[config.mk]
export PLATFORM = sky130hd
export DESIGN_NAME = power_clock_manager_regs
export DESIGN_NICKNAME = d
export VERILOG_FILES = /design/src/verilog/clock_manager_pkg.sv /design/src/verilog/power_clock_manager_regs.sv
export SDC_FILE = /design/constraint.sdc
export NUM_CORES = 1
export LEC_CHECK = 0
export BUFFER_PORTS_ARGS = -buffer_cell sky130_fd_sc_hd__buf_4
export CORE_UTILIZATION = 47
export CTS_BUF_LIST = sky130_fd_sc_hd__clkbuf_8
export DETAILED_ROUTE_END_ITERATION = 16
export PLACE_DENSITY = 0.85
export SLEW_MARGIN = 20
export SYNTH_ARGS = -nofsm -noshare
export SYNTH_HDL_FRONTEND = slang
export SYNTH_SLANG_ARGS = --single-unit
[constraint.sdc]
create_clock -name hclk -period 4.4 [get_ports hclk]
set_clock_uncertainty 0.05 [all_clocks]
set_input_delay 0 -clock hclk [delete_from_list [all_inputs] [get_ports hclk]]
set_output_delay 0 -clock hclk [all_outputs]
set_load 0.01 [all_outputs]
[src/verilog/clock_manager_pkg.sv]
package clock_manager_pkg;

  // ==========================================================
  // Register byte offsets
  localparam logic [7:0] off_system_clock_disable = 8'h04;
  localparam logic [7:0] off_system_clock_status = 8'h08;
  localparam logic [7:0] off_periph_clock_enable = 8'h10;
  localparam logic [7:0] off_periph_clock_disable = 8'h14;
  localparam logic [7:0] off_periph_clock_status = 8'h1c;
  localparam logic [7:0] off_clock_generator_mode = 8'h20;
  localparam logic [7:0] off_pll_lock_status = 8'h30;
  localparam logic [7:0] off_pll_irq_enable = 8'h34;
  localparam logic [7:0] off_pll_irq_disable = 8'h38;
  localparam int addr_width = 8;

  // ==========================================================
  // Reset values
  localparam logic [31:0] system_clock_status_reset = 32'h0000_0001;
  localparam logic [31:0] periph_clock_status_reset = 32'h0000_0000;
  localparam logic [31:0] clock_generator_mode_reset = 32'h0000_0000;

  // ==========================================================
  // Single-bit flags at bit 0
  localparam int cpu_bit = 0;
  localparam int lock_bit = 0;

  // ==========================================================
  // Peripheral clock bit map
  localparam int serial_port0_bit = 2;
  localparam int serial_port1_bit = 3;
  localparam int sync_serial_a_bit = 4;
  localparam int sync_serial_b_bit = 5;
  localparam int timer_ch0_bit = 6;
  localparam int timer_ch5_bit = 11;
  localparam int io_port_a_bit = 13;
  localparam int io_port_b_bit = 14;
  localparam logic [15:0] periph_valid_mask = 16'h6ffc;

  // ==========================================================
  // Clock generator mode field positions
  localparam int divider_select_lsb = 0;
  localparam int divider_select_msb = 2;
  localparam int pll_range_select_bit = 3;
  localparam int clock_out_source_lsb = 4;
  localparam int clock_out_source_msb = 5;
  localparam int clock_out_tristate_bit = 6;
  localparam int source_select_bit = 7;
  localparam int pll_multiplier_lsb = 8;
  localparam int pll_multiplier_msb = 18;
  localparam int lock_wait_count_lsb = 24;
  localparam int lock_wait_count_msb = 31;

  // ==========================================================
  // Field codes
  localparam logic [2:0] divider_bypass = 3'h0;
  localparam logic [2:0] divider_reserved = 3'h7;
  localparam logic [1:0] out_slow = 2'h0;
  localparam logic [1:0] out_master = 2'h1;
  localparam logic [1:0] out_master_inv = 2'h2;
  localparam logic [1:0] out_master_half = 2'h3;
  localparam logic [10:0] multiplier_off = 11'h000;
  localparam logic [7:0] lock_timer_done = 8'h01;
  localparam logic [7:0] lock_timer_one = 8'h01;

  // ==========================================================
  // Bus transfer codes
  localparam logic [1:0] htrans_nonseq = 2'h2;
  localparam logic [1:0] hresp_okay = 2'h0;

  // Bus data phase tracker
  typedef enum logic [1:0] {
    phase_idle,
    phase_write,
    phase_read_wait,
    phase_read_done
  } bus_phase_type;

endpackage

[src/verilog/power_clock_manager_regs.sv]
// Contract
// - writing one disables processor clock
// - system status bit shows clock running
// - enable writes start peripheral clocks
// - disable writes stop peripheral clocks
// - peripheral status shows running clocks
// - prescaler bypass or divide 2..64
// - range bit picks low/high PLL
// - range bit takes first write only
// - output source picks slow/master/inverted/half
// - tristate bit floats the clock output
// - source select picks slow or PLL
// - zero multiplier disables the PLL
// - lock count sets slow-clock wait
// - lock status shows stable PLL
// - irq enable write unmasks lock interrupt
// - irq disable write masks lock interrupt
// - multiplier change clears lock, loads timer
// - unlocked PLL path delivers slow clock
// - lock timer is 8-bit down counter
// - processor clock on at reset, wakes
//
// Chosen here: register access over AHB-Lite.
`timescale 1ns/1ps
`default_nettype none

module power_clock_manager_regs (
  input wire logic hclk,
  input wire logic hresetn,
  // AHB-Lite slave
  input wire logic hsel,
  input wire logic [31:0] haddr,
  input wire logic [1:0] htrans,
  input wire logic hwrite,
  input wire logic [2:0] hsize,
  input wire logic [31:0] hwdata,
  input wire logic hready,
  output logic hreadyout,
  output logic [1:0] hresp,
  output logic [31:0] hrdata,
  // Clock sources and wake interrupt
  input wire logic slow_clock,
  input wire logic pll_tick,
  input wire logic enabled_irq,
  // Clock gates
  output logic cpu_clock_enable,
  output logic serial_port0_clock,
  output logic serial_port1_clock,
  output logic sync_serial_a_clock,
  output logic sync_serial_b_clock,
  output logic [5:0] timer_ch_clock,
  output logic io_port_a_clock,
  output logic io_port_b_clock,
  // PLL control
  output logic pll_enable,
  output logic [10:0] pll_multiplier,
  output logic pll_range_select,
  output logic pll_bypass,
  output logic pll_lock_irq,
  // Master clock and output pin
  output logic master_clock,
  output logic clock_out_pin,
  output logic clock_out_pin_oe
);

  // ==========================================================
  // Bus slave
  clock_manager_pkg::bus_phase_type phase; // Data phase tracker
  logic [7:0] addr_q; // Latched address
  logic wr_en; // Write data phase this cycle
  logic [31:0] read_mux; // Read value

  // Register state
  logic cpu_on; // Processor clock running
  logic [15:0] periph_on; // Peripheral clocks running
  logic [2:0] divider_select;
  logic range_bit;
  logic range_written; // First write seen
  logic [1:0] clock_out_source;
  logic clock_out_tristate;
  logic source_select;
  logic [7:0] lock_wait_count;
  logic lock; // PLL stable
  logic irq_mask; // Lock interrupt unmasked
  logic [7:0] lock_timer; // Lock down counter
  logic timer_run; // Lock countdown active

  // Clock sampling
  logic slow_s1, slow_s2, slow_s3; // Slow clock synchroniser
  logic slow_level; // Filtered slow clock
  logic slow_rise; // Slow clock rising edge
  logic pll_level; // PLL clock rebuilt from ticks
  logic src_level; // Selected source clock
  logic src_prev; // Source level last cycle
  logic [5:0] div_count; // Prescaler counter
  logic master_prev; // Master level last cycle
  logic master_half; // Master clock halved

  // Write helper: address decode of a write data phase
  function automatic logic wr_hit(input logic en, input logic [7:0] a,
                                  input logic [7:0] off);
    wr_hit = en && (a == off);
  endfunction

  // Mode register field view
  function automatic logic [31:0] mode_word(
    input logic [2:0] dsel, input logic rsel, input logic [1:0] osrc,
    input logic otri, input logic ssel, input logic [10:0] mul,
    input logic [7:0] cnt);
    logic [31:0] w;
    w = 32'h0000_0000;
    w[clock_manager_pkg::divider_select_msb:
      clock_manager_pkg::divider_select_lsb] = dsel;
    w[clock_manager_pkg::pll_range_select_bit] = rsel;
    w[clock_manager_pkg::clock_out_source_msb:
      clock_manager_pkg::clock_out_source_lsb] = osrc;
    w[clock_manager_pkg::clock_out_tristate_bit] = otri;
    w[clock_manager_pkg::source_select_bit] = ssel;
    w[clock_manager_pkg::pll_multiplier_msb:
      clock_manager_pkg::pll_multiplier_lsb] = mul;
    w[clock_manager_pkg::lock_wait_count_msb:
      clock_manager_pkg::lock_wait_count_lsb] = cnt;
    mode_word = w;
  endfunction

  // Decoded write fields
  logic [10:0] wr_mul;
  assign wr_mul = hwdata[clock_manager_pkg::pll_multiplier_msb:
                         clock_manager_pkg::pll_multiplier_lsb];
  logic mode_wr;
  assign mode_wr = wr_hit(wr_en, addr_q,
                          clock_manager_pkg::off_clock_generator_mode);
  logic mul_change; // Multiplier write with a new value
  assign mul_change = mode_wr && (wr_mul != pll_multiplier);

  assign wr_en = (phase == clock_manager_pkg::phase_write);
  assign hresp = clock_manager_pkg::hresp_okay;
  // Reads take one wait state; writes none
  assign hreadyout = (phase != clock_manager_pkg::phase_read_wait);

  // Address phase capture and data phase tracking
  always_ff @(posedge hclk or negedge hresetn) begin
    if (!hresetn) begin
      phase <= clock_manager_pkg::phase_idle;
      addr_q <= 8'h00;
    end else if (phase == clock_manager_pkg::phase_read_wait) begin
      phase <= clock_manager_pkg::phase_read_done;
    end else if (hsel && hready &&
                 htrans == clock_manager_pkg::htrans_nonseq) begin
      // New single transfer accepted
      addr_q <= haddr[clock_manager_pkg::addr_width-1:0];
      phase <= hwrite ? clock_manager_pkg::phase_write
                      : clock_manager_pkg::phase_read_wait;
    end else begin
      phase <= clock_manager_pkg::phase_idle;
    end
  end

  // Read value; unmapped and write-only offsets read zero
  always_comb begin
    read_mux = 32'h0000_0000;
    unique case (addr_q)
      clock_manager_pkg::off_system_clock_status: begin
        read_mux[clock_manager_pkg::cpu_bit] = cpu_on;
      end
      clock_manager_pkg::off_periph_clock_status: begin
        read_mux[15:0] = periph_on;
      end
      clock_manager_pkg::off_clock_generator_mode: begin
        read_mux = mode_word(divider_select, range_bit, clock_out_source,
                             clock_out_tristate, source_select,
                             pll_multiplier, lock_wait_count);
      end
      clock_manager_pkg::off_pll_lock_status: begin
        read_mux[clock_manager_pkg::lock_bit] = lock;
      end
      default: begin
        read_mux = 32'h0000_0000;
      end
    endcase
  end
  // Read data captured in the wait cycle
  always_ff @(posedge hclk or negedge hresetn) begin
    if (!hresetn) begin
      hrdata <= 32'h0000_0000;
    end else if (phase == clock_manager_pkg::phase_read_wait) begin
      hrdata <= read_mux;
    end
  end

  // ==========================================================
  // Processor clock
  // Wake by interrupt wins over a disable in the same cycle
  always_ff @(posedge hclk or negedge hresetn) begin
    if (!hresetn) begin
      cpu_on <= clock_manager_pkg::system_clock_status_reset[
                  clock_manager_pkg::cpu_bit];
    end else if (enabled_irq) begin
      cpu_on <= 1'b1;
    end else if (wr_hit(wr_en, addr_q,
                        clock_manager_pkg::off_system_clock_disable) &&
                 hwdata[clock_manager_pkg::cpu_bit]) begin
      cpu_on <= 1'b0;
    end
  end
  assign cpu_clock_enable = cpu_on;

  // ==========================================================
  // Peripheral clocks
  always_ff @(posedge hclk or negedge hresetn) begin
    if (!hresetn) begin
      periph_on <= clock_manager_pkg::periph_clock_status_reset[15:0];
    end else if (wr_hit(wr_en, addr_q,
                        clock_manager_pkg::off_periph_clock_enable)) begin
      periph_on <= periph_on |
                   (hwdata[15:0] & clock_manager_pkg::periph_valid_mask);
    end else if (wr_hit(wr_en, addr_q,
                        clock_manager_pkg::off_periph_clock_disable)) begin
      periph_on <= periph_on &
                   ~(hwdata[15:0] & clock_manager_pkg::periph_valid_mask);
    end
  end
  assign serial_port0_clock = periph_on[clock_manager_pkg::serial_port0_bit];
  assign serial_port1_clock = periph_on[clock_manager_pkg::serial_port1_bit];
  assign sync_serial_a_clock = periph_on[clock_manager_pkg::sync_serial_a_bit];
  assign sync_serial_b_clock = periph_on[clock_manager_pkg::sync_serial_b_bit];
  assign timer_ch_clock = periph_on[clock_manager_pkg::timer_ch5_bit:
                                    clock_manager_pkg::timer_ch0_bit];
  assign io_port_a_clock = periph_on[clock_manager_pkg::io_port_a_bit];
  assign io_port_b_clock = periph_on[clock_manager_pkg::io_port_b_bit];

  // ==========================================================
  // Clock generator mode
  always_ff @(posedge hclk or negedge hresetn) begin
    if (!hresetn) begin
      divider_select <= clock_manager_pkg::clock_generator_mode_reset[2:0];
      clock_out_source <= clock_manager_pkg::out_slow;
      clock_out_tristate <= 1'b0;
      source_select <= 1'b0;
      pll_multiplier <= clock_manager_pkg::multiplier_off;
      lock_wait_count <= 8'h00;
    end else if (mode_wr) begin
      divider_select <= hwdata[clock_manager_pkg::divider_select_msb:
                               clock_manager_pkg::divider_select_lsb];
      clock_out_source <= hwdata[clock_manager_pkg::clock_out_source_msb:
                                 clock_manager_pkg::clock_out_source_lsb];
      clock_out_tristate <= hwdata[clock_manager_pkg::clock_out_tristate_bit];
      source_select <= hwdata[clock_manager_pkg::source_select_bit];
      pll_multiplier <= wr_mul;
      lock_wait_count <= hwdata[clock_manager_pkg::lock_wait_count_msb:
                                clock_manager_pkg::lock_wait_count_lsb];
    end
  end

  // Range bit: only the first write after reset sticks
  always_ff @(posedge hclk or negedge hresetn) begin
    if (!hresetn) begin
      range_bit <= 1'b0;
      range_written <= 1'b0;
    end else if (mode_wr && !range_written) begin
      range_bit <= hwdata[clock_manager_pkg::pll_range_select_bit];
      range_written <= 1'b1;
    end
  end
  assign pll_range_select = range_bit;
  assign pll_enable = (pll_multiplier != clock_manager_pkg::multiplier_off);

  // ==========================================================
  // Slow clock sampling
  always_ff @(posedge hclk or negedge hresetn) begin
    if (!hresetn) begin
      slow_s1 <= 1'b0;
      slow_s2 <= 1'b0;
      slow_s3 <= 1'b0;
    end else begin
      slow_s1 <= slow_clock;
      slow_s2 <= slow_s1;
      slow_s3 <= slow_s2;
    end
  end
  // Level moves once the last two stages agree
  always_ff @(posedge hclk or negedge hresetn) begin
    if (!hresetn) begin
      slow_level <= 1'b0;
    end else if (slow_s2 == slow_s3) begin
      slow_level <= slow_s3;
    end
  end
  assign slow_rise = (slow_s2 == slow_s3) && slow_s3 && !slow_level;

  // ==========================================================
  // PLL lock timer
  always_ff @(posedge hclk or negedge hresetn) begin
    if (!hresetn) begin
      lock_timer <= 8'h00;
      timer_run <= 1'b0;
      lock <= 1'b0;
    end else if (mul_change) begin
      // New multiplier: restart countdown unless PLL is off
      lock_timer <= hwdata[clock_manager_pkg::lock_wait_count_msb:
                           clock_manager_pkg::lock_wait_count_lsb];
      timer_run <= (wr_mul != clock_manager_pkg::multiplier_off);
      lock <= 1'b0;
    end else if (timer_run && slow_rise) begin
      // Count down on slow clock edges
      if (lock_timer <= clock_manager_pkg::lock_timer_done) begin
        lock_timer <= 8'h00;
        timer_run <= 1'b0;
        lock <= 1'b1;
      end else begin
        lock_timer <= lock_timer - clock_manager_pkg::lock_timer_one;
      end
    end
  end
  assign pll_bypass = !lock;

  // ==========================================================
  // Lock interrupt mask
  always_ff @(posedge hclk or negedge hresetn) begin
    if (!hresetn) begin
      irq_mask <= 1'b0;
    end else if (wr_hit(wr_en, addr_q, clock_manager_pkg::off_pll_irq_enable)
                 && hwdata[clock_manager_pkg::lock_bit]) begin
      irq_mask <= 1'b1;
    end else if (wr_hit(wr_en, addr_q,
                        clock_manager_pkg::off_pll_irq_disable) &&
                 hwdata[clock_manager_pkg::lock_bit]) begin
      irq_mask <= 1'b0;
    end
  end
  assign pll_lock_irq = lock && irq_mask;

  // ==========================================================
  // Source clock and prescaler
  // PLL output rebuilt as a level from its tick pulses
  always_ff @(posedge hclk or negedge hresetn) begin
    if (!hresetn) begin
      pll_level <= 1'b0;
    end else if (pll_tick) begin
      pll_level <= !pll_level;
    end
  end
  // Unlocked PLL path falls back to the slow clock
  assign src_level = (source_select && lock) ? pll_level : slow_level;

  always_ff @(posedge hclk or negedge hresetn) begin
    if (!hresetn) begin
      src_prev <= 1'b0;
      div_count <= 6'h00;
    end else begin
      src_prev <= src_level;
      if (src_level && !src_prev) begin
        div_count <= div_count + 6'h01;
      end
    end
  end

  // Master clock: bypass, or a counter bit for divide by 2^code
  always_ff @(posedge hclk or negedge hresetn) begin
    if (!hresetn) begin
      master_clock <= 1'b0;
    end else if (divider_select == clock_manager_pkg::divider_bypass ||
                 divider_select == clock_manager_pkg::divider_reserved) begin
      master_clock <= src_level;
    end else begin
      master_clock <= div_count[divider_select - 3'h1];
    end
  end
  // Master clock halved for the output pin
  always_ff @(posedge hclk or negedge hresetn) begin
    if (!hresetn) begin
      master_prev <= 1'b0;
      master_half <= 1'b0;
    end else begin
      master_prev <= master_clock;
      if (master_clock && !master_prev) begin
        master_half <= !master_half;
      end
    end
  end

  // ==========================================================
  // Clock output pin
  always_ff @(posedge hclk or negedge hresetn) begin
    if (!hresetn) begin
      clock_out_pin <= 1'b0;
    end else begin
      unique case (clock_out_source)
        clock_manager_pkg::out_slow: clock_out_pin <= slow_level;
        clock_manager_pkg::out_master: clock_out_pin <= master_clock;
        clock_manager_pkg::out_master_inv: clock_out_pin <= !master_clock;
        clock_manager_pkg::out_master_half: clock_out_pin <= master_half;
      endcase
    end
  end
  assign clock_out_pin_oe = !clock_out_tristate;

endmodule

`default_nettype wire
==> results of run 1 <==
critical path, cell delays in order, from the launching register on:
cell and delay, ns:
dfrtp_1 0.45, nor3b_1 0.52, nand3_1 0.52, buf_4 0.42, nor2_1 0.15, mux2_2 0.35
per-layer routing:
| layer | global-route usage [%] | up-vias | share of wire, % |
|---|---|---|---|
| met5 | 0 | - | 0 |
| met4 | 9.967 | 0 | 1.8 |
| met3 | 3.091 | 22 | 4.8 |
| met2 | 36.56 | 136 | 49 |
| met1 | 29.20 | 1856 | 44 |
| li1 | - | 1776 | - |
cell usage after synthesis (all sizes together) (5+ instances only):
master and number:
a21oi 6, xnor2 5, ha 6, mux2 45, xor2 13, clkbuf 13, mux2i 16, nand2 63
nor4 10, inv 22, o21ai 35, buf 13, nor3 5, dfrtp 104, a22oi 12, nand3 6
cells by family after synthesis:
kind of cell	Yosys count	synth area share (%)
fa+ha+maj	6	1.558
other cells	1	0.07781
flops	105	54.54
simple gates	122	13.08
compound gates	69	8.645
buf+inv	48	4.361
mux	62	14.46
xor+xnor	18	3.271
cell type report:
class                   instances  share of cell area (%)
clock buffers                   9                   1.964
clock inverters                 7                   1.012
inverters                      22                   1.309
multi-input cells             284                   31.81
flip-flops and latches        105                   41.67
well taps                     133                   2.638
repair buffers                150                   19.60
repair_timing:
action,4_1_cts,5_1_grt
setup buffers,0,0
hold buffers,44,0
endpoints found under the hold margin,112,0
through the flow:
| step | instance area, µm² | util [%] | instances |
|---|---|---|---|
| floorplan | 4842 | - | 437 |
| global placement | 5679 | 57.57 | 650 |
| detailed placement | 5679 | 57.57 | 650 |
| CTS | 6307 | 63.94 | 710 |
| global route | 6309 | 63.95 | 710 |
| finish | 6309 | 63.95 | 710 |
layout by cell type (no fill, tap or decap), drive strengths merged, types with 3 or more instances in the layout:
master / Yosys / layout
buf: 13 / 106
nor3b: 3 / 3
dfrtp: 104 / 104
nand4b: 4 / 4
a31oi: 4 / 4
and3: 3 / 3
nor3: 5 / 5
mux2: 45 / 45
nand3: 6 / 6
o21ai: 35 / 35
nand4: 3 / 3
conb: 1 / 7
or2: 3 / 3
clkinv: 0 / 3
nand2: 63 / 63
xnor2: 5 / 5
a22oi: 12 / 12
or3: 3 / 3
dlygate4sd3: 0 / 44
mux2i: 16 / 16
nand2b: 4 / 4
nor4: 10 / 10
xor2: 13 / 13
inv: 22 / 24
a21oi: 6 / 6
ha: 6 / 6
clkbuf: 13 / 9
a211oi: 3 / 3
nor2: 4 / 4
or4: 3 / 3
report_power, final:
group | internal (mW) | switching (mW) | total (mW)
clock | 0.258 | 0.320 | 0.579
combinational | 0.417 | 0.372 | 0.789
sequential | 1.18 | 0.252 | 1.44
worst min path at each step:
stage / cells past startpoint / slack (ns) / start / to
after floorplan: 0 / -0.35 / hresetn / asynchronous set/reset pin
after global placement: 1 / 0.009 / hresetn / hrdata[2]
after detailed placement: 1 / 0.02 / hresetn / hrdata[2]
after CTS: 2 / 0.16 / hresetn / master_clock
after global routing: 2 / 0.23 / hresetn / hrdata[14]
final: 2 / 0.15 / hresetn / hrdata[2]
==> flow_metrics.py, run 1 <==
metrics = {
    "run_status": {
        "status": "finished, final reports clean",
    },
    "power": {
        "vdd_drop_max_mv": 0.2288,
        "power_mw": 2.803,
        "leakage_nw": 2.932,
        "power_density_mw_per_mm2": 444.2,
    },
    "clock_network": {
        "clk_path_buf_depth": 2,
        "clkSlewWorstSetupHoldPaths_ns": 0.09,
        "cts.htree.levels": 3,
        "clock_latency_ns": 0.37,
        "clock_sinks": 105,
        "cts_inserted_buffers": 9,
        "clockRootBuffer": "clkbuf_8",
        "cts_tree": "yes",
        "ctsResizeCount": 0,
    },
    "drt": {
        "wl_per_cell_um": 15.67,
        "drtAntennaViolNets": 0,
        "routed_wl_mm": 11.13,
        "num_vias": 3790,
        "first_pass_iters": 4,
        "avgViaCountPerCell": 5.338,
        "drtIter0Drc": 140,
        "drc": 0,
    },
    "logic_synthesis": {
        "ys_seq_area_share_pct": 54.54,
        "synth_enable_flop_cells": 0,
        "yosys_register_bits": 105,
        "yosys_warnings": 0,
        "synth_top_flop_cell": "dfrtp_1",
        "ys_top_cells_by_area": "dfrtp_1, mux2_2, nand2_1, mux2i_1, mux2_1",
        "async_flop_share_pct": 100.0,
        "yosys.area.top_type": "dfrtp_1",
        "yosys.area.top_type_share_pct": 54.00,
        "avgSynthCellArea_um2": 11.18,
        "syn_area_mm2": 0.004820,
        "synthDistinctLibCells": 54,
        "syn_inst": 431,
    },
    "worst_setup_path": {
        "rr_endpoint": "pll_range_select",
        "cp.required_ns": 4.61,
        "r2r_cells": 5,
        "cp-start-kind": "flop",
        "path_class": "reg2reg",
        "endpoint": "pll_range_select",
        "crit_path_end_kind": "flop",
        "r2r_slack_ns": 1.83,
        "cp-startpoint": "addr_q[3]",
        "arrival_ns": 2.78,
        "crit_fanout": 22,
        "r2r_start": "addr_q[3]",
    },
    "global_routing": {
        "grt_pass1_vias": 3767,
        "track_usage_pct": 22.13,
        "antenna_found_initial": 0,
        "grt_pass1_wl_mm": 17.95,
        "grt_start_max_net_pins": 58,
        "gr-total-overflow": 0,
    },
    "floorplan": {
        "fp.dieH_um": 103.3,
        "initial_core_util_pct": 48.86,
        "ios": 143,
        "core_mm2": 0.009864,
        "dieArea_mm2": 0.01066,
        "fp.dieW_um": 103.3,
        "rows": 36,
    },
    "placement": {
        "hpwl_mm": 7.495,
        "place_congestion": 0.8657,
        "io_buffers": 103,
        "pre_cts_ws_ns": 1.930,
    },
    "sta": {
        "finalSetupViolations": 0,
        "drv_slew": 0,
        "fmax_ghz": 0.3890,
        "slew_headroom_pct": 34.81,
        "final_hold_viol_count": 0,
        "setup_ws_ns": 1.829,
        "min_period_ns": 2.571,
        "whs_ns": 0.1495,
        "tightest_slew_ns": 0.9743,
        "fin_crit_sh_pct": 58.43,
        "rsz0062_at_grt": "no",
        "finalSetupTns_ns": 0,
    },
    "finish": {
        "nFillCells": 756,
        "diodes": 0,
        "drive_above_1_share_pct": 28.25,
        "ff_latch_area_mm2": 0.002629,
        "multi_input_area_mm2": 0.002007,
        "nNetsFinal": 655,
        "synthToLayoutAreaGrowth_pct": 30.89,
    },
    "flow_run": {
        "max_cap_violations": 0,
    },
    "hold_path": {
        "hold_class": "in2async",
    },
}
Power figures use the tool's default switching activity.
==> inputs of run 2 (changes only) <==
==> constraint.sdc (replaced) <==
create_clock -name hclk -period 2.5 [get_ports hclk]
set_clock_uncertainty 0.05 [all_clocks]
set_input_delay 0 -clock hclk [delete_from_list [all_inputs] [get_ports hclk]]
set_output_delay 0 -clock hclk [all_outputs]
set_load 0.01 [all_outputs]
==> flow_metrics.py, run 2 (synthesized netlist as in run 1, its figures left out) <==
metrics = {
    "clock_network": {
        "ctsResizeCount": 0,
        "cts_hold_buf": 44,
        "clockRootBuffer": "clkbuf_8",
        "clkSlewWorstSetupHoldPaths_ns": 0.09,
        "clock_latency_ns": 0.37,
        "cts.htree.levels": 3,
        "cts_setup_buffers": 0,
        "cts_tree": "yes",
        "clk_path_buf_depth": 2,
        "clock_sinks": 105,
        "cts_inserted_buffers": 9,
    },
    "drt": {
        "drtAntennaViolNets": 0,
        "drtIter0Drc": 147,
        "first_pass_iters": 4,
        "drc": 0,
        "wl_per_cell_um": 15.98,
        "num_vias": 3862,
        "avgViaCountPerCell": 5.386,
        "routed_wl_mm": 11.46,
    },
    "floorplan": {
        "dieArea_mm2": 0.01066,
        "ios": 143,
        "rows": 36,
        "initial_core_util_pct": 48.86,
        "fp.dieH_um": 103.3,
        "core_mm2": 0.009864,
        "fp.dieW_um": 103.3,
    },
    "global_routing": {
        "gr-total-overflow": 0,
        "track_usage_pct": 22.58,
        "grt_pass1_wl_mm": 18.17,
        "grt_pass1_vias": 3700,
        "grt_start_max_net_pins": 57,
        "antenna_found_initial": 0,
    },
    "sta": {
        "rsz0062_at_grt": "no",
        "finalSetupTns_ns": 0,
        "drv_slew": 0,
        "slew_headroom_pct": 57.01,
        "fin_crit_sh_pct": 84.70,
        "fmax_ghz": 0.4723,
        "final_hold_viol_count": 0,
        "setup_ws_ns": 0.3825,
        "tightest_slew_ns": 0.6449,
        "min_period_ns": 2.117,
        "finalSetupViolations": 0,
        "whs_ns": 0.1408,
    },
    "power": {
        "p_int_mw": 3.454,
        "leakage_nw": 2.993,
        "pwr-share-comb_pct": 28.3,
        "p_switching_mw": 1.693,
        "vdd_drop_max_mv": 0.3637,
        "pwr-share-clk_pct": 23.1,
        "sw_frac_of_total_pct": 32.90,
        "power_density_mw_per_mm2": 802.5,
        "seqPwrFrac_pct": 48.6,
    },
    "flow_run": {
        "max_cap_violations": 0,
    },
    "worst_setup_path": {
        "crit_path_end_kind": "flop",
        "path_class": "reg2reg",
        "cp.required_ns": 2.70,
        "r2r_cells": 4,
        "crit_fanout": 30,
        "cp-start-kind": "flop",
        "arrival_ns": 2.32,
    },
    "finish": {
        "nFillCells": 735,
        "final_common_cell": "buf_4",
        "diodes": 0,
        "nNetsFinal": 662,
        "final_cell_mix": "buf_4, dfrtp_1, nand2_1",
        "synthToLayoutAreaGrowth_pct": 33.07,
        "drive_above_1_share_pct": 29.11,
    },
    "run_status": {
        "status": "finished, final reports clean",
    },
    "placement": {
        "place_congestion": 0.8988,
        "hpwl_mm": 7.679,
        "io_buffers": 103,
        "pre_cts_ws_ns": 0.4135,
    },
    "hold_path": {
        "hold_class": "in2async",
    },
}
-- run 2: through the flow --
stage / power (mW) / cell area, µm² / utilization, % / cells
2_1_floorplan: 3.296 / 4842 / - / 437
3_3_place_gp: 3.797 / 5744 / 58.23 / 657
3_5_place_dp: 3.903 / 5744 / 58.23 / 657
4_1_cts: 5.150 / 6414 / 65.02 / 717
5_1_grt: 5.440 / 6414 / 65.02 / 717
6_report: 5.147 / 6414 / 65.02 / 717
-- run 2: routing by layer --
layer / vias up / share of wire (%) / global-route usage [%]
li1: 1794 / - / -
met1: 1907 / 42 / 29.51
met2: 148 / 51 / 37.95
met3: 13 / 5.6 / 3.965
met4: 0 / 1.2 / 8.234
met5: - / 0 / 0
-- run 2: cell type report --
cell class                 instances  area [µm²]  area share, %
sequential                       105        2629          40.99
multi-input combinational        284        2006          31.27
timing repair buffer             157        1301          20.29
tap                              133       166.4          2.595
clock buffer                      11       151.4          2.361
inverter                          22       82.58          1.288
clock inverter                     5       77.57          1.210
-- run 2: final timing paths --
path / from / end / slack (ns)
max in group asynchronous: hresetn / cpu_clock_enable / 1.47
min reg2reg: slow_s1 / slow_s2 / 0.31
max reg2reg: phase[0] / phase[1] / 0.38
max: phase[0] / phase[1] / 0.38
min: hresetn / hrdata[2] / 0.14
min in group hclk: htrans[1] / addr_q[3] / 0.22
-- run 2: power by group through the flow --
stage / clock, mW / sequential, mW / combinational (mW)
2_1_floorplan: 0 / 2.45 / 0.846
3_3_place_gp: 0 / 2.49 / 1.31
3_5_place_dp: 0 / 2.52 / 1.38
4_1_cts: 1.21 / 2.49 / 1.45
5_1_grt: 1.27 / 2.56 / 1.61
6_report: 1.19 / 2.50 / 1.45
-- run 2: worst max-delay path, cell delays in order (launching register included) --
cell and delay, ns:
dfrtp_1 0.37, nand2b_2 0.50, buf_4 0.39, o21ai_0 0.13, dlygate4sd3_1 0.56
==> inputs of run 3 (changes only) <==
==> constraint.sdc (replaced) <==
create_clock -name hclk -period 2 [get_ports hclk]
set_clock_uncertainty 0.05 [all_clocks]
set_input_delay 0 -clock hclk [delete_from_list [all_inputs] [get_ports hclk]]
set_output_delay 0 -clock hclk [all_outputs]
set_load 0.01 [all_outputs]
==> flow_metrics.py, run 3 (synthesized netlist as in run 1, its figures left out) <==
metrics = {
    "power": {
        "power_density_mw_per_mm2": 984.3,
        "leakage_nw": 3.103,
        "vdd_drop_max_mv": 0.6151,
        "power_mw": 6.545,
    },
    "finish": {
        "ff_latch_area_mm2": 0.002629,
        "nFillCells": 709,
        "synthToLayoutAreaGrowth_pct": 37.95,
        "final_cell_mix": "buf_4, dfrtp_1, nand2_1",
        "final_core_util_pct": 67.40,
        "drive_above_1_share_pct": 33.72,
        "diodes": 0,
        "multi_input_area_mm2": 0.002058,
        "final_common_cell": "buf_4",
        "nNetsFinal": 686,
    },
    "worst_setup_path": {
        "r2r_slack_ns": -0.02,
        "crit_path_end_kind": "flop",
        "cp_slowest_cell": "or4_4",
        "r2r_start": "lock_timer[4]",
        "rr_endpoint": "lock_timer[7]",
        "r2r_cells": 4,
        "cp.required_ns": 2.22,
        "path_class": "reg2reg",
        "cp-start-kind": "flop",
        "arrival_ns": 2.23,
        "critical_path.max_stage_delay_ns": 0.49,
        "crit_fanout": 3,
        "cp_common_cell": "mux2_4",
        "path_cells": "or3_4 -> or4_4 -> mux2_4 -> mux2_4",
    },
    "clock_network": {
        "clock_latency_ns": 0.37,
        "clockRootBuffer": "clkbuf_8",
        "cts_tree": "yes",
        "clkSlewWorstSetupHoldPaths_ns": 0.10,
        "clock_sinks": 105,
        "clk_path_buf_depth": 2,
        "cts.htree.levels": 3,
        "cts_inserted_buffers": 9,
    },
    "sta": {
        "fmax_ghz": 0.4960,
        "setup_ws_ns": -0.01611,
        "tightest_slew_ns": 0.6763,
        "finalSetupTns_ns": -0.01611,
        "drv_slew": 0,
        "min_period_ns": 2.016,
        "finalSetupViolations": 1,
        "slew_headroom_pct": 54.91,
        "final_hold_viol_count": 0,
        "rsz0062_at_grt": "yes",
        "fin_crit_sh_pct": 100.8,
    },
    "drt": {
        "drc": 0,
        "wl_per_cell_um": 15.72,
        "first_pass_iters": 5,
        "num_vias": 3930,
        "drtAntennaViolNets": 0,
        "routed_wl_mm": 11.65,
        "avgViaCountPerCell": 5.304,
        "drtIter0Drc": 137,
    },
    "floorplan": {
        "initial_core_util_pct": 48.86,
        "core_mm2": 0.009864,
        "rows": 36,
        "dieArea_mm2": 0.01066,
        "fp.dieH_um": 103.3,
        "ios": 143,
        "fp.dieW_um": 103.3,
    },
    "placement": {
        "hpwl_mm": 7.874,
        "io_buffers": 103,
        "place_congestion": 0.9082,
    },
    "global_routing": {
        "grt_pass1_wl_mm": 18.96,
        "antenna_found_initial": 0,
        "grt_start_max_net_pins": 54,
        "gr-total-overflow": 0,
        "track_usage_pct": 23.34,
        "grt_pass1_vias": 3955,
    },
    "flow_run": {
        "max_cap_violations": 0,
    },
    "run_status": {
        "violations": "setup timing",
        "status": "finished with violations",
    },
    "hold_path": {
        "hold_class": "in2async",
    },
}
[run 3: changes by cell type in the layout (fill, tap and decap cells not counted), sizes merged]
cell      before  now
clkinv         1    3
buf          113  137
bufinv         2    1
clkinvlp       0    1
inv           24   23
clkbuf        11   10
[run 3: through the flow]
stage	setup slack [ns]	instances	hold slack [ns]	instance area, µm²
4_1_cts	0.002551	738	0.1628	6581
2_1_floorplan	0.004123	437	-0.3456	4842
3_3_place_gp	0.03764	677	0.01888	5919
5_1_grt	-0.09305	741	0.2256	6649
3_5_place_dp	0.004159	677	0.03358	5919
6_report	-0.01611	741	0.1602	6649
[run 3: worst max-delay path, delay by kind of cell (launching register included)]
kind | cells | cell delay, ns
DFF | 1 | 0.40
and+or+nand+nor | 2 | 0.90
muxes | 2 | 0.57
[run 3: cell type report]
type | count | area share, %
Multi-Input combinational cell | 284 | 30.96
Sequential cell | 105 | 39.54
Tap cell | 133 | 2.503
Inverter | 22 | 1.242
Clock buffer | 10 | 2.070
Timing Repair Buffer | 181 | 22.71
Clock inverter | 6 | 0.9785
[run 3: where the power goes]
part / internal (mW) / total (mW) / switching [mW]
clock network: 0.615 / 1.33 / 0.716
logic: 1.14 / 2.17 / 1.03
registers: 2.61 / 3.04 / 0.439
total: 4.36 / 6.54 / 2.19
[run 3: metal layers]
metal / wire, µm / track usage [%] / up-vias
li1: - / - / 1841
met1: 5094 / 30.28 / 1940
met2: 5823 / 39.64 / 133
met3: 546 / 3.696 / 16
met4: 188 / 8.776 / 0
met5: 0 / 0 / -
[run 3: how the worst max path moves through the flow]
stage                 startpoint             to  slack, ns  cells past startpoint
5_1_grt            lock_timer[0]  lock_timer[4]      -0.09                      6
3_3_place_gp       lock_timer[5]  lock_timer[7]       0.04                      4
3_5_place_dp   pll_multiplier[7]  lock_timer[0]      0.004                      5
2_1_floorplan      lock_timer[3]  lock_timer[7]      0.004                      4
6_report           lock_timer[4]  lock_timer[7]      -0.02                      4
4_1_cts            lock_timer[5]  lock_timer[7]      0.003                      4
[run 3: timing repair]
action | CTS | global route
endpoints found under the setup margin | 7 | 10
endpoints found under the hold margin | 111 | 0
hold buffers | 44 | 0
setup buffers | 1 | 3
pin swaps | 1 | 4
gates resized for setup | 2 | 10
